`src/ls_pkg.sv`:
```
package ls_pkg;
   // register indices on the serial bus
   localparam logic [7:0] ADDR_STATUS = 8'h00;
   localparam logic [7:0] ADDR_MAIN_CFG = 8'h01;
   localparam logic [7:0] ADDR_RECV_CFG = 8'h02;
   localparam logic [7:0] ADDR_RESULT_HI = 8'h04;
   localparam logic [7:0] ADDR_RESULT_LO = 8'h05;
   localparam logic [7:0] ADDR_UPPER_HI = 8'h06;
   localparam logic [7:0] ADDR_UPPER_LO = 8'h07;
   localparam logic [7:0] ADDR_LOWER_HI = 8'h08;
   localparam logic [7:0] ADDR_LOWER_LO = 8'h09;
   localparam logic [7:0] ADDR_PERSIST = 8'h0a;
   localparam logic [7:0] ADDR_GREEN_ADJ = 8'h0f;
   localparam logic [7:0] ADDR_IR_ADJ = 8'h10;
   // reset values
   localparam logic [7:0] RST_STATUS = 8'h04;
   localparam logic [7:0] RST_MAIN_CFG = 8'h24;
   localparam logic [7:0] RST_ZERO = 8'h00;
   localparam logic [7:0] RST_GAIN_ADJ = 8'h80;
   // writable bit masks, reserved bits read zero
   localparam logic [7:0] MASK_MAIN_CFG = 8'h2d;
   localparam logic [7:0] MASK_RECV_CFG = 8'h0f;
   localparam logic [7:0] MASK_HIGH_BYTE = 8'h3f;
   localparam logic [7:0] MASK_PERSIST = 8'h03;
   // field positions
   localparam int STAT_WIN_BIT = 0;
   localparam int STAT_PWR_BIT = 2;
   localparam int CFG_EN_BIT = 0;
   localparam int CFG_MODE_LSB = 2;
   localparam int CFG_TRIM_BIT = 5;
   localparam int RES_OVF_BIT = 6;
   // operating modes
   localparam logic [1:0] MODE_SHUTDOWN = 2'h0;
   localparam logic [1:0] MODE_GREEN_MINUS_IR = 2'h1;
   localparam logic [1:0] MODE_GREEN = 2'h2;
   localparam logic [1:0] MODE_IR = 2'h3;
   // result arithmetic
   localparam int RESULT_W = 14;
   localparam logic [22:0] RESULT_MAX = 23'h003fff;
   localparam int GREEN_SHIFT = 6;
   localparam int IR_SHIFT = 8;
   // consecutive out-of-window samples needed per persist setting
   localparam logic [4:0] PERSIST_N0 = 5'h01;
   localparam logic [4:0] PERSIST_N1 = 5'h04;
   localparam logic [4:0] PERSIST_N2 = 5'h08;
   localparam logic [4:0] PERSIST_N3 = 5'h10;
   localparam logic [3:0] I2C_BITS = 4'h8;

   typedef enum logic [2:0] {ST_IDLE, ST_ADDR, ST_ACK, ST_RX, ST_TX, ST_RACK} ls_i2c_state_e;

   typedef struct packed {
      logic wr;
      logic rd;
      logic [7:0] addr;
      logic [7:0] wdata;
   } ls_req_s;

   typedef struct packed {
      logic [7:0] main_cfg;
      logic [7:0] recv_cfg;
      logic [7:0] upper_hi;
      logic [7:0] upper_lo;
      logic [7:0] lower_hi;
      logic [7:0] lower_lo;
      logic [7:0] persist;
      logic [7:0] green_adj;
      logic [7:0] ir_adj;
   } ls_regs_s;
endpackage

```
`src/ls_i2c_target.sv`:
```
`timescale 1ns/1ps
module ls_i2c_target import ls_pkg::*; #(
   parameter logic [6:0] TARGET_BASE = 7'h2a // arbitrary, bit 0 comes from the pin
) (
   // clock and reset
   input wire logic clk,
   input wire logic reset,
   // synchronised bus pins
   input wire logic scl_s,
   input wire logic sda_s,
   input wire logic addr_sel,
   output logic sda_oe,
   // register access
   output ls_req_s req,
   input wire logic [7:0] rd_data
);
   ls_i2c_state_e state, next_state;
   logic [7:0] shreg, next_shreg;
   logic [7:0] ptr, next_ptr;
   logic [3:0] bitcnt, next_bitcnt;
   logic rw, next_rw;
   logic first, next_first;
   logic next_sda_oe;
   logic scl_d, sda_d;
   logic rise, fall, start, stop;

   assign rise = scl_s & ~scl_d;
   assign fall = ~scl_s & scl_d;
   assign start = scl_s & scl_d & sda_d & ~sda_s;
   assign stop = scl_s & scl_d & ~sda_d & sda_s;

   always_comb begin
      next_state = state;
      next_shreg = shreg;
      next_ptr = ptr;
      next_bitcnt = bitcnt;
      next_rw = rw;
      next_first = first;
      next_sda_oe = sda_oe;
      req = '0;
      if (stop) begin
         next_state = ST_IDLE;
         next_sda_oe = 1'b0;
      end else if (start) begin
         next_state = ST_ADDR;
         next_bitcnt = '0;
         next_first = 1'b1;
         next_sda_oe = 1'b0;
      end else begin
         case (state)
            ST_ADDR, ST_RX: begin
               if (rise) begin
                  next_shreg = {shreg[6:0], sda_s};
                  next_bitcnt = bitcnt + 4'h1;
               end else if (fall && bitcnt == I2C_BITS) begin
                  next_bitcnt = '0;
                  next_sda_oe = 1'b1;
                  next_state = ST_ACK;
                  if (state == ST_ADDR) begin
                     next_rw = shreg[0];
                     if (shreg[7:1] != {TARGET_BASE[6:1], addr_sel}) begin
                        next_sda_oe = 1'b0;
                        next_state = ST_IDLE;
                     end
                  end else if (first) begin
                     next_ptr = shreg;
                     next_first = 1'b0;
                  end else begin
                     req.wr = 1'b1;
                     req.addr = ptr;
                     req.wdata = shreg;
                     next_ptr = ptr + 8'h01;
                  end
               end
            end
            ST_ACK, ST_RACK: begin
               if (state == ST_RACK && rise && sda_s) begin
                  // host refused the byte: end of read
                  next_state = ST_IDLE;
               end else if (fall) begin
                  next_sda_oe = 1'b0;
                  next_bitcnt = '0;
                  next_state = ST_RX;
                  if (rw) begin
                     req.rd = 1'b1;
                     req.addr = ptr;
                     next_shreg = rd_data;
                     next_sda_oe = ~rd_data[7];
                     next_ptr = ptr + 8'h01;
                     next_state = ST_TX;
                  end
               end
            end
            ST_TX: begin
               if (rise) begin
                  next_bitcnt = bitcnt + 4'h1;
               end else if (fall) begin
                  if (bitcnt == I2C_BITS) begin
                     next_sda_oe = 1'b0;
                     next_state = ST_RACK;
                  end else begin
                     next_shreg = {shreg[6:0], 1'b0};
                     next_sda_oe = ~shreg[6];
                  end
               end
            end
            ST_IDLE: next_sda_oe = 1'b0;
            default: next_state = ST_IDLE;
         endcase
      end
   end

   always_ff @(posedge clk) begin
      if (reset) begin
         state <= ST_IDLE;
         shreg <= '0;
         ptr <= '0;
         bitcnt <= '0;
         rw <= 1'b0;
         first <= 1'b0;
         sda_oe <= 1'b0;
         scl_d <= 1'b1;
         sda_d <= 1'b1;
      end else begin
         state <= next_state;
         shreg <= next_shreg;
         ptr <= next_ptr;
         bitcnt <= next_bitcnt;
         rw <= next_rw;
         first <= next_first;
         sda_oe <= next_sda_oe;
         scl_d <= scl_s;
         sda_d <= sda_s;
      end
   end
endmodule

```
`src/ls_light_regs.sv`:
```
`timescale 1ns/1ps
module ls_light_regs import ls_pkg::*; #(
   parameter logic [6:0] TARGET_BASE = 7'h2a, // arbitrary value
   parameter logic [6:0] FACTORY_GREEN = 7'h40,
   parameter logic [8:0] FACTORY_IR = 9'h100
) (
   // clock and reset
   input wire logic clk,
   input wire logic reset,
   // serial bus pins
   input wire logic scl_pin,
   input wire logic sda_pin_in,
   output logic sda_pin_out,
   output logic sda_pin_oe,
   input wire logic target_addr_select,
   // open-drain interrupt pin, active low
   output logic int_n_pin_out,
   output logic int_n_pin_oe,
   // converter side, same clock
   input wire logic [RESULT_W-1:0] green_raw,
   input wire logic [RESULT_W-1:0] infrared_raw,
   input wire logic sample_valid,
   output logic [1:0] op_mode,
   output logic [1:0] integration_time_select,
   output logic [1:0] front_gain_select
);
   logic scl_m, scl_s, sda_m, sda_s, sel_m, sel_s;
   ls_req_s req;
   logic [7:0] rd_data;
   ls_regs_s regs, next_regs;
   logic power_up_flag, next_power_up_flag;
   logic light_window_flag, next_light_window_flag;
   logic [RESULT_W-1:0] light_result, next_light_result;
   logic result_overflow, next_result_overflow;
   logic [4:0] persist_cnt, next_persist_cnt;
   logic [4:0] persist_need;
   logic [6:0] green_gain;
   logic [8:0] ir_gain;
   logic [22:0] green_scaled, ir_scaled, value;
   logic [RESULT_W-1:0] upper_limit, lower_limit, new_result;
   logic new_overflow, out_window, active_sample, status_read, window_hit;
   logic light_irq_enable, trim_select;

   // pins cross from the bus into the clock domain
   always_ff @(posedge clk) begin
      if (reset) begin
         scl_m <= 1'b1;
         scl_s <= 1'b1;
         sda_m <= 1'b1;
         sda_s <= 1'b1;
         sel_m <= 1'b0;
         sel_s <= 1'b0;
      end else begin
         scl_m <= scl_pin;
         scl_s <= scl_m;
         sda_m <= sda_pin_in;
         sda_s <= sda_m;
         sel_m <= target_addr_select;
         sel_s <= sel_m;
      end
   end

   ls_i2c_target #(.TARGET_BASE(TARGET_BASE)) u_target (
      .clk(clk),
      .reset(reset),
      .scl_s(scl_s),
      .sda_s(sda_s),
      .addr_sel(sel_s),
      .sda_oe(sda_pin_oe),
      .req(req),
      .rd_data(rd_data)
   );
   assign sda_pin_out = 1'b0;

   assign light_irq_enable = regs.main_cfg[CFG_EN_BIT];
   assign trim_select = regs.main_cfg[CFG_TRIM_BIT];
   assign op_mode = regs.main_cfg[CFG_MODE_LSB +: 2];
   assign integration_time_select = regs.recv_cfg[3:2];
   assign front_gain_select = regs.recv_cfg[1:0];
   assign upper_limit = {regs.upper_hi[5:0], regs.upper_lo};
   assign lower_limit = {regs.lower_hi[5:0], regs.lower_lo};
   assign status_read = req.rd && req.addr == ADDR_STATUS;

   // interrupt pin only ever pulls low; the board pull-up gives the high level
   assign int_n_pin_out = 1'b0;
   assign int_n_pin_oe = power_up_flag | light_window_flag;

   // read mux; the target module registers the byte before it leaves
   always_comb begin
      rd_data = '0;
      case (req.addr)
         ADDR_STATUS: begin
            rd_data[STAT_PWR_BIT] = power_up_flag;
            rd_data[STAT_WIN_BIT] = light_window_flag;
         end
         ADDR_MAIN_CFG: rd_data = regs.main_cfg;
         ADDR_RECV_CFG: rd_data = regs.recv_cfg;
         ADDR_RESULT_HI: rd_data = {1'b0, result_overflow, light_result[13:8]};
         ADDR_RESULT_LO: rd_data = light_result[7:0];
         ADDR_UPPER_HI: rd_data = regs.upper_hi;
         ADDR_UPPER_LO: rd_data = regs.upper_lo;
         ADDR_LOWER_HI: rd_data = regs.lower_hi;
         ADDR_LOWER_LO: rd_data = regs.lower_lo;
         ADDR_PERSIST: rd_data = regs.persist;
         ADDR_GREEN_ADJ: rd_data = regs.green_adj;
         ADDR_IR_ADJ: rd_data = regs.ir_adj;
         default: rd_data = '0;
      endcase
   end

   // host writes; reserved bits are masked so they read back zero
   always_comb begin
      next_regs = regs;
      if (req.wr) begin
         case (req.addr)
            ADDR_MAIN_CFG: next_regs.main_cfg = req.wdata & MASK_MAIN_CFG;
            ADDR_RECV_CFG: next_regs.recv_cfg = req.wdata & MASK_RECV_CFG;
            ADDR_UPPER_HI: next_regs.upper_hi = req.wdata & MASK_HIGH_BYTE;
            ADDR_UPPER_LO: next_regs.upper_lo = req.wdata;
            ADDR_LOWER_HI: next_regs.lower_hi = req.wdata & MASK_HIGH_BYTE;
            ADDR_LOWER_LO: next_regs.lower_lo = req.wdata;
            ADDR_PERSIST: next_regs.persist = req.wdata & MASK_PERSIST;
            ADDR_GREEN_ADJ: next_regs.green_adj = req.wdata;
            ADDR_IR_ADJ: next_regs.ir_adj = req.wdata;
            default: next_regs = regs;
         endcase
      end
   end

   // gain scaling; products are wide enough that no bits are lost before the shift
   always_comb begin
      green_gain = trim_select ? FACTORY_GREEN : regs.green_adj[7:1];
      ir_gain = trim_select ? FACTORY_IR : {regs.ir_adj, regs.green_adj[0]};
      green_scaled = (23'(green_raw) * 23'(green_gain)) >> GREEN_SHIFT;
      ir_scaled = (23'(infrared_raw) * 23'(ir_gain)) >> IR_SHIFT;
      case (op_mode)
         MODE_GREEN_MINUS_IR:
            value = (green_scaled > ir_scaled) ? green_scaled - ir_scaled : '0;
         MODE_GREEN: value = green_scaled;
         MODE_IR: value = ir_scaled;
         default: value = '0;
      endcase
      new_overflow = value > RESULT_MAX;
      new_result = new_overflow ? RESULT_MAX[RESULT_W-1:0] : value[RESULT_W-1:0];
      out_window = new_result > upper_limit || new_result < lower_limit;
      case (regs.persist[1:0])
         2'h0: persist_need = PERSIST_N0;
         2'h1: persist_need = PERSIST_N1;
         2'h2: persist_need = PERSIST_N2;
         default: persist_need = PERSIST_N3;
      endcase
   end

   // shutdown keeps every register, including the last result
   assign active_sample = sample_valid && op_mode != MODE_SHUTDOWN;

   always_comb begin
      next_light_result = light_result;
      next_result_overflow = result_overflow;
      next_persist_cnt = persist_cnt;
      window_hit = 1'b0;
      if (active_sample) begin
         next_light_result = new_result;
         next_result_overflow = new_overflow;
         if (out_window && persist_cnt < persist_need) begin
            next_persist_cnt = persist_cnt + 5'h01;
         end else if (!out_window) begin
            next_persist_cnt = '0;
         end
         window_hit = new_overflow || (out_window && persist_cnt + 5'h01 >= persist_need);
      end
      if (!light_irq_enable || !next_regs.main_cfg[CFG_EN_BIT]) begin
         // no comparison while disabled, so a stale run cannot fire on re-enable
         next_persist_cnt = '0;
      end
   end

   // a new event in the cycle of a status read wins over the clear
   always_comb begin
      next_power_up_flag = power_up_flag & ~status_read;
      next_light_window_flag = window_hit | (light_window_flag & ~status_read);
      if (!next_regs.main_cfg[CFG_EN_BIT] || !light_irq_enable) begin
         next_light_window_flag = 1'b0;
      end
   end

   always_ff @(posedge clk) begin
      if (reset) begin
         regs.main_cfg <= RST_MAIN_CFG;
         regs.recv_cfg <= RST_ZERO;
         regs.upper_hi <= RST_ZERO;
         regs.upper_lo <= RST_ZERO;
         regs.lower_hi <= RST_ZERO;
         regs.lower_lo <= RST_ZERO;
         regs.persist <= RST_ZERO;
         regs.green_adj <= RST_GAIN_ADJ;
         regs.ir_adj <= RST_GAIN_ADJ;
         power_up_flag <= RST_STATUS[STAT_PWR_BIT];
         light_window_flag <= RST_STATUS[STAT_WIN_BIT];
         light_result <= '0;
         result_overflow <= 1'b0;
         persist_cnt <= '0;
      end else begin
         regs <= next_regs;
         power_up_flag <= next_power_up_flag;
         light_window_flag <= next_light_window_flag;
         light_result <= next_light_result;
         result_overflow <= next_result_overflow;
         persist_cnt <= next_persist_cnt;
      end
   end
endmodule

```
`config.mk`:
```
export PLATFORM = sky130hd
export DESIGN_NAME = ls_light_regs
export DESIGN_NICKNAME = d
export VERILOG_FILES = /design/src/ls_pkg.sv /design/src/ls_i2c_target.sv /design/src/ls_light_regs.sv
export SDC_FILE = /design/constraint.sdc
export NUM_CORES = 1
export LEC_CHECK = 0
export BUFFER_PORTS_ARGS = -buffer_cell sky130_fd_sc_hd__clkbuf_2
export CAP_MARGIN = 20
export CORE_AREA = 8 8 228 230
export CTS_CLUSTER_SIZE = 16
export DETAILED_ROUTE_END_ITERATION = 16
export DIE_AREA = 0 0 236 238
export PLACE_DENSITY = 0.49
export SYNTH_ARGS = -nofsm -noshare
export SYNTH_HDL_FRONTEND = slang
export SYNTH_HIERARCHICAL = 1
export SYNTH_SLANG_ARGS = --single-unit
export TNS_END_PERCENT = 50
```
`constraint.sdc`:
```
create_clock -name clk -period 9.75 [get_ports clk]
set_clock_uncertainty 0.05 [all_clocks]
set_input_delay 0.4875 -clock clk [delete_from_list [all_inputs] [get_ports clk]]
set_output_delay 0.4875 -clock clk [all_outputs]
set_load 0.03 [all_outputs]
```
Word-level counts from Yosys, hierarchy flattened
Index checks and enable logic that the tools add are counted.
- add/sub/neg operators: 4
- reduce and logical (&&, ||, !) cells: 45
- eq/ne operators: 49
- multiply operators: 2
- magnitude comparators: 6
- bitwise gates (word level): 22
- muxes and demuxes: 91
- operator list (operator ; number):
    8-bit two-way mux ; 19
    23-bit one-hot mux with 3 select lines ; 1
    65-bit two-way mux ; 1
    16-bit two-way mux ; 4
    5-bit one-hot mux with 10 select lines ; 1
    18-bit two-way mux ; 2
    9-bit two-way mux ; 4
    8-bit by 3-bit == test with 1-bit output, second input constant ; 4
    8-bit by 4-bit == test with 1-bit output, second input constant ; 4
    8-bit one-hot mux with 2 select lines ; 2
    4-bit two-way mux ; 7
    3-bit two-way mux ; 9
    1-bit two-way mux ; 24
    8-bit one-hot mux with 3 select lines ; 1
    23-bit by 14-bit greater-than comparator with 1-bit output, second input constant ; 1
    14-bit by 9-bit multiplier with 23-bit output ; 1
    23-bit two-way mux ; 1
    14-bit by 7-bit multiplier with 21-bit output ; 1
    7-bit AND reduction ; 3
    2-bit AND reduction ; 10
    2-bit by 1-bit != test with 1-bit output, second input constant ; 9
    3-bit by 1-bit != test with 1-bit output, second input constant ; 6
    15-bit by 15-bit subtractor with 16-bit output ; 1
    15-bit greater-than comparator ; 1
    51 further kinds ; 102
- input port bits: 34
- flip-flop bits (word level): 110

Longest topological paths before layout
- depth in word-level cells: 15
- depth in mapped cells: 42
- mapped depth without buffers: 40

Hierarchy
Netlist, hierarchy kept.
- modules (own cells, without submodules) (module ; cells each ; times used ; area an instance (µm²) ; seq. area each (µm²)):
    ls_light_regs ; 1479 ; 1 ; 12298.0 ; 1641.6
    ls_i2c_target ; 261 ; 1 ; 2001.9 ; 560.5

Worst setup path after synthesis
No wires, ideal clock.
- path type: reg-to-reg
- start: register regs[69] (netlist bit)
- end: register persist_cnt[0]
- buffers on the path: 3
- cell stages (with the launch flop): 41
- data arrival time: 9.457 ns
- path slack: 0.126 ns
- required time: 9.583 ns
- clock period less this slack: 9.624 ns
- library setup time: 0.117 ns
- path through: dfxtp_1 clkbuf_1 nor2b_1 clkbuf_1 nand2_1 fa_1 fa_1 inv_1 fa_1 inv_1 fa_1 inv_1 ha_1 and2_1 a41o_1 or4b_1 a31oi_1 nor2b_1 (+5 left out) nand4_1 or4_1 or3_1 o311a_1 a32o_2 buf_6 a221o_1 ha_1 a21o_1 a21o_1 a221oi_1 or3b_2 o21ai_0 nor2_1 o311ai_0 a31oi_1 o32ai_1 a22o_1
- cells in the longest elaborated chain, start to end: 12
- elaborated cells on any way between the ends: 17
- classes of those cells: add/sub (1); mul (2); order compare (4); eq/ne (1); mux (6); reduce/logical (3)
- ends and longest elaborated chain (element ; RTL line ; text):
    from (decl) ; ls_light_regs.sv:30 ; ls_regs_s regs, next_regs;
    from (signal assigned) ; ls_light_regs.sv:204 ; regs <= next_regs;
    7-bit two-way mux or 9-bit two-way mux (tied branches) ; ls_light_regs.sv:132, ls_light_regs.sv:133 ;
    14-bit by 7-bit multiplier with 21-bit output or 14-bit by 9-bit multiplier with 23-bit output (tied branches) ; ls_light_regs.sv:134, ls_light_regs.sv:135 ;
    15-bit by 15-bit subtractor with 16-bit output or 15-bit greater-than comparator (tied branches) ; ls_light_regs.sv:138 ; value = (green_scaled > ir_scaled) ? green_scaled - ir_scaled : '0;
    23-bit two-way mux ; ls_light_regs.sv:138 ;
    23-bit one-hot mux with 3 select lines (*) ; ls_light_regs.sv:136 ; case (op_mode)
    23-bit by 14-bit greater-than comparator with 1-bit output ; ls_light_regs.sv:143 ; new_overflow = value > RESULT_MAX;
    14-bit two-way mux (*) ; ls_light_regs.sv:144 ; new_result = new_overflow ? RESULT_MAX[RESULT_W-1:0] : value[RESULT_W-1:0];
    named net new_result[3] ; ls_light_regs.sv:40 ; logic [RESULT_W-1:0] upper_limit, lower_limit, new_result;
    14-bit greater-than comparator or 14-bit less-than comparator (tied branches) ; ls_light_regs.sv:145 ; out_window = new_result > upper_limit || new_result < lower_limit;
    1-bit logical OR (*) ; ls_light_regs.sv:145 ;
    1-bit logical AND ; ls_light_regs.sv:165 ; if (out_window && persist_cnt < persist_need) begin
    2-bit by 1-bit != test with 1-bit output (no line) ; n/a ;
    2-bit AND reduction (no line) ; n/a ;
    to (signal assigned) ; ls_light_regs.sv:209 ; persist_cnt <= next_persist_cnt;
    to (decl) ; ls_light_regs.sv:35 ; logic [4:0] persist_cnt, next_persist_cnt;
Mark *: on every way through the listed nets, which the timed path passes. The rest lies on a longest branch.
A chain may end at the register's enable or synchronous reset.

Worst setup path in the final report
- start: register regs[69] (netlist bit)
- end: register light_window_flag
- cells in the longest elaborated chain, start to end: 13
- elaborated cells on any way between the ends: 17
- classes of those cells: add/sub (1); mul (2); order compare (4); mux (6); bitwise (1); reduce/logical (3)
- ends and longest elaborated chain (element ; RTL line ; text):
    7-bit two-way mux or 9-bit two-way mux (tied branches) ; ls_light_regs.sv:132, ls_light_regs.sv:133 ;
    14-bit by 7-bit multiplier with 21-bit output or 14-bit by 9-bit multiplier with 23-bit output (tied branches) ; ls_light_regs.sv:134, ls_light_regs.sv:135 ;
    15-bit by 15-bit subtractor with 16-bit output or 15-bit greater-than comparator (tied branches) ; ls_light_regs.sv:138 ;
    23-bit two-way mux ; ls_light_regs.sv:138 ;
    23-bit one-hot mux with 3 select lines (*) ; ls_light_regs.sv:136 ;
    23-bit by 14-bit greater-than comparator with 1-bit output ; ls_light_regs.sv:143 ;
    14-bit two-way mux (*) ; ls_light_regs.sv:144 ;
    named net new_result[7] ; ls_light_regs.sv:40 ;
    14-bit greater-than comparator or 14-bit less-than comparator (tied branches) ; ls_light_regs.sv:145 ;
    1-bit logical OR (*) ; ls_light_regs.sv:145 ;
    1-bit logical AND (*) ; ls_light_regs.sv:170 ; window_hit = new_overflow || (out_window && persist_cnt + 5'h01 >= persist_need);
    1-bit logical OR (*) ; ls_light_regs.sv:170 ;
    1-bit two-way mux (*) ; ls_light_regs.sv:162 ; if (active_sample) begin
    1-bit bitwise OR (*) ; ls_light_regs.sv:181 ; next_light_window_flag = window_hit | (light_window_flag & ~status_read);
    to (signal assigned) ; ls_light_regs.sv:199 ; light_window_flag <= RST_STATUS[STAT_WIN_BIT];
    to (signal assigned) ; ls_light_regs.sv:206 ; light_window_flag <= next_light_window_flag;
    to (decl) ; ls_light_regs.sv:32 ; logic light_window_flag, next_light_window_flag;
Marks and branches as above.

==> impl_metrics.py <==
metrics = {
    "outcome": {
        "status": "complete, no violations",
    },
    "synthesis": {
        "ys_warn_count": 6,
        "postSynth.asyncResetShare_pct": 0,
        "ys_types": 84,
        "syn_area_per_cell_um2": 8.22,
        "netlist_instances": 1740,
        "ys_ff_latch": 110,
        "synth_enable_flop_cells": 0,
        "ys_seq_area_share_pct": 15.4,
        "synth_flop_cell": "dfxtp_1",
        "syn-cell-area_um2": 14300,
    },
    "worst_hold_path": {
        "hp-class": "input port to flop",
        "hp-start": "sda_pin_in",
    },
    "clock_network": {
        "cts-root-buf": "clkbuf_16",
        "cts_buffer_depth": 2,
        "clk_latency_ps": 360,
        "cts_tree": "done",
        "cts_made_buffers": 9,
        "clkSinkCount": 110,
        "clkTransAtPathRegs_ps": 80,
        "htree_levels": 3,
        "hold_buffers": 0,
    },
    "floorplanning": {
        "pin_count": 44,
        "die_h_um": 238,
        "initial_utilization_pct": 29.6,
        "num_rows": 81,
        "fp.dieArea_um2": 56200,
        "die_width_um": 236,
        "core_area_um2": 48300,
    },
    "power": {
        "comb_power_share_pct": 29.0,
        "ir_drop_mv": 0.0786,
        "switchingPower_mw": 0.376,
        "p_seq_share_pct": 38.1,
        "p_leak_nw": 7.31,
        "clkPwrFrac_pct": 32.8,
        "pwr_density_cell_nw_per_um2": 73.3,
        "internal_power_mw": 0.841,
        "power_mw": 1.22,
        "p_sw_share_pct": 30.9,
    },
    "global_routing": {
        "grt_overflow_total": 0,
        "grt_pass1_vias": 13084,
        "antenna_found_initial": 1,
        "grt_max_degree": 57,
        "track_usage_pct": 15.7,
        "grt_pass1_wl_um": 71800,
    },
    "detailed_routing": {
        "drc": 0,
        "viasPerCell": 5.18,
        "dr.pass1.iters": 5,
        "wl_per_cell_um": 18.1,
        "first_iter_violations": 869,
        "vias": 12800,
        "ant_nets": 0,
        "wl_um": 44700,
    },
    "sta": {
        "fmax_mhz": 106,
        "tightest_slew_ps": 1170,
        "slew_violations": 0,
        "setup_viol": 0,
        "rsz0062_at_grt": "true",
        "period_minus_slack_ps": 9470,
        "min_period_over_period_pct": 97.1,
        "slew_headroom_pct": 21.4,
        "hold_viol_final": 0,
    },
    "worst_setup_path": {
        "max_stage_delay_ps": 580,
        "reg2reg_to": "light_window_flag",
        "timing.rr.start": "regs[69]",
        "endpoint_kind": "flop",
        "rrSetupSlack_ps": 280,
        "crit_top_cell": "buf_4",
        "startpoint": "regs[69]",
        "crit_type": "flop to flop",
        "cpMaxStageDelayCell": "or4b_4",
        "worstRegToRegCells": 39,
        "path_max_fanout": 8,
        "worstPathArrival_ps": 9700,
        "cp-endpoint": "light_window_flag",
        "startpoint_type": "flop",
        "required_ps": 9980,
    },
    "finish": {
        "nets": 2150,
        "drive_above_1_share_pct": 14.8,
        "n_antenna_cell": 0,
        "fill_cells": 5016,
        "fin_cells": 2470,
        "syn_to_final_growth_pct": 16.1,
    },
    "placed_design": {
        "place.gp.congestion": 0.867,
        "dp.cells": 2437,
        "io_buffer_count": 41,
        "dpl.hpwl_um": 35800,
    },
    "run": {
        "maxCapViolations": 0,
    },
}
==> kinds of logic after synthesis <==
kind of cell / after synthesis / synth area share, %
flip-flops: 110 / 15.4
AO/OA/AOI/OAI: 361 / 17.0
XOR/XNOR: 44 / 2.69
AND/OR/NAND/NOR: 674 / 24.0
buffers and inverters: 248 / 6.96
other: 1 / 0.0262
multiplexers: 28 / 2.43
adder cells (fa/ha/maj): 274 / 31.5
==> worst max-delay path: cells and delay by family, from the launching register on <==
kind | cells | cell delay [ps]
buf+inv | 9 | 1040
compound gates | 13 | 2500
flops | 1 | 390
xor+xnor | 1 | 60
fa+ha+maj | 7 | 2880
simple gates | 9 | 2450
==> layout by cell type (no fill, tap or decap), drive strengths merged, types with 7 or more instances in the layout <==
cell type and instances:
a21o 25, a211oi 12, nand2b 15, nor3 17, o21a 20, nand3 66
mux2i 19, nand2 205, nor2 99, a31oi 10, buf 129, dfxtp 110
ha 130, xor2 17, or2 13, a211o 17, and3 24, a22o 7
a21oi 107, nor2b 47, fa 143, a22oi 20, clkbuf 51, inv 168
o21ai 63, nand4 11, xnor2 27, nand3b 7, a221o 10, and2 134
==> worst min-delay path by stage <==
stage            end  slack [ps]  cells after the start
2_1_floorplan  scl_s         340                      1
3_3_place_gp   scl_s         350                      1
3_5_place_dp   scl_s         350                      1
4_1_cts        sda_m         300                      2
5_1_grt        scl_m         310                      2
6_report       sda_m         290                      2
==> sequential cells by signal, indices dropped and copies added (netlist names), 2 cells and up <==
register,flops
lower_limit,14
front_gain_select,2
op_mode,2
persist_cnt,5
regs,33
u_target/state,3
integration_time_select,2
u_target/bitcnt,4
u_target/ptr,8
u_target/shreg,8
light_result,14
==> timing repair <==
item	in CTS	in global routing
setup endpoints to repair	6	6
pin swaps	6	32
endpoints found under the hold margin	0	0
setup buffers	1	12
cloned	1	1
resized for setup	12	65
==> power by group through the flow <==
stage,logic [mW],clock network (mW),registers (mW)
floorplan,0.200,0,0.472
global placement,0.320,0,0.474
detailed placement,0.319,0,0.474
CTS,0.326,0.408,0.464
global route,0.390,0.424,0.465
finish,0.353,0.399,0.464
==> metal layers <==
metal  up-vias  track usage (%)  wire length [µm]
met2       262             27.7             22000
li1       6152                -                 -
met4         0             3.28               714
met1      6349             20.8             20400
met5         -                0                 0
met3        37             1.21              1520
==> final cells by class <==
type / instances / area, µm² / share of cell area (%)
clock buffers: 11 / 233 / 1.40
clock inverters: 5 / 81.3 / 0.490
inverters: 168 / 631 / 3.80
multi-input cells: 1385 / 11500 / 69.1
flip-flops and latches: 110 / 2210 / 13.3
well taps: 622 / 778 / 4.69
repair buffers: 169 / 1200 / 7.23
==> cells in the mapped netlist, drive strengths merged (10+ instances only) <==
master    n  area (µm²)
a211o    17         149
a211oi   12        95.1
a21o     25         188
a21oi   107         547
a221o    10         100
a22oi    20         150
a31oi    10        62.6
and2    134         838
and3     24         150
buf      24         155
clkbuf   56         210
dfxtp   110        2200
fa      143        2860
ha      130        1630
inv     167         627
mux2i    19         190
nand2   205         769
nand2b   15        93.8
nand3    66         330
nand4    11        68.8
nor2     99         372
nor2b    47         294
nor3     17        85.1
o21a     20         150
o21ai    63         319
or2      13        81.3
xnor2    27         236
xor2     17         149
==> through the flow <==
| step | worst slack (ps) | area [µm²] | util (%) | setup TNS (ps) | hold WS [ps] |
|---|---|---|---|---|---|
| after floorplan | 126 | 14300 | - | 0 | 339 |
| after global placement | -67.8 | 15800 | 32.7 | -230 | 352 |
| after detailed placement | -327 | 15800 | 32.7 | -1590 | 352 |
| after CTS | 3.28 | 16200 | 33.5 | 0 | 303 |
| after global routing | -57.7 | 16600 | 34.3 | -287 | 306 |
| final | 283 | 16600 | 34.3 | 0 | 286 |
Note: power is estimated with default switching activity, not from simulation.
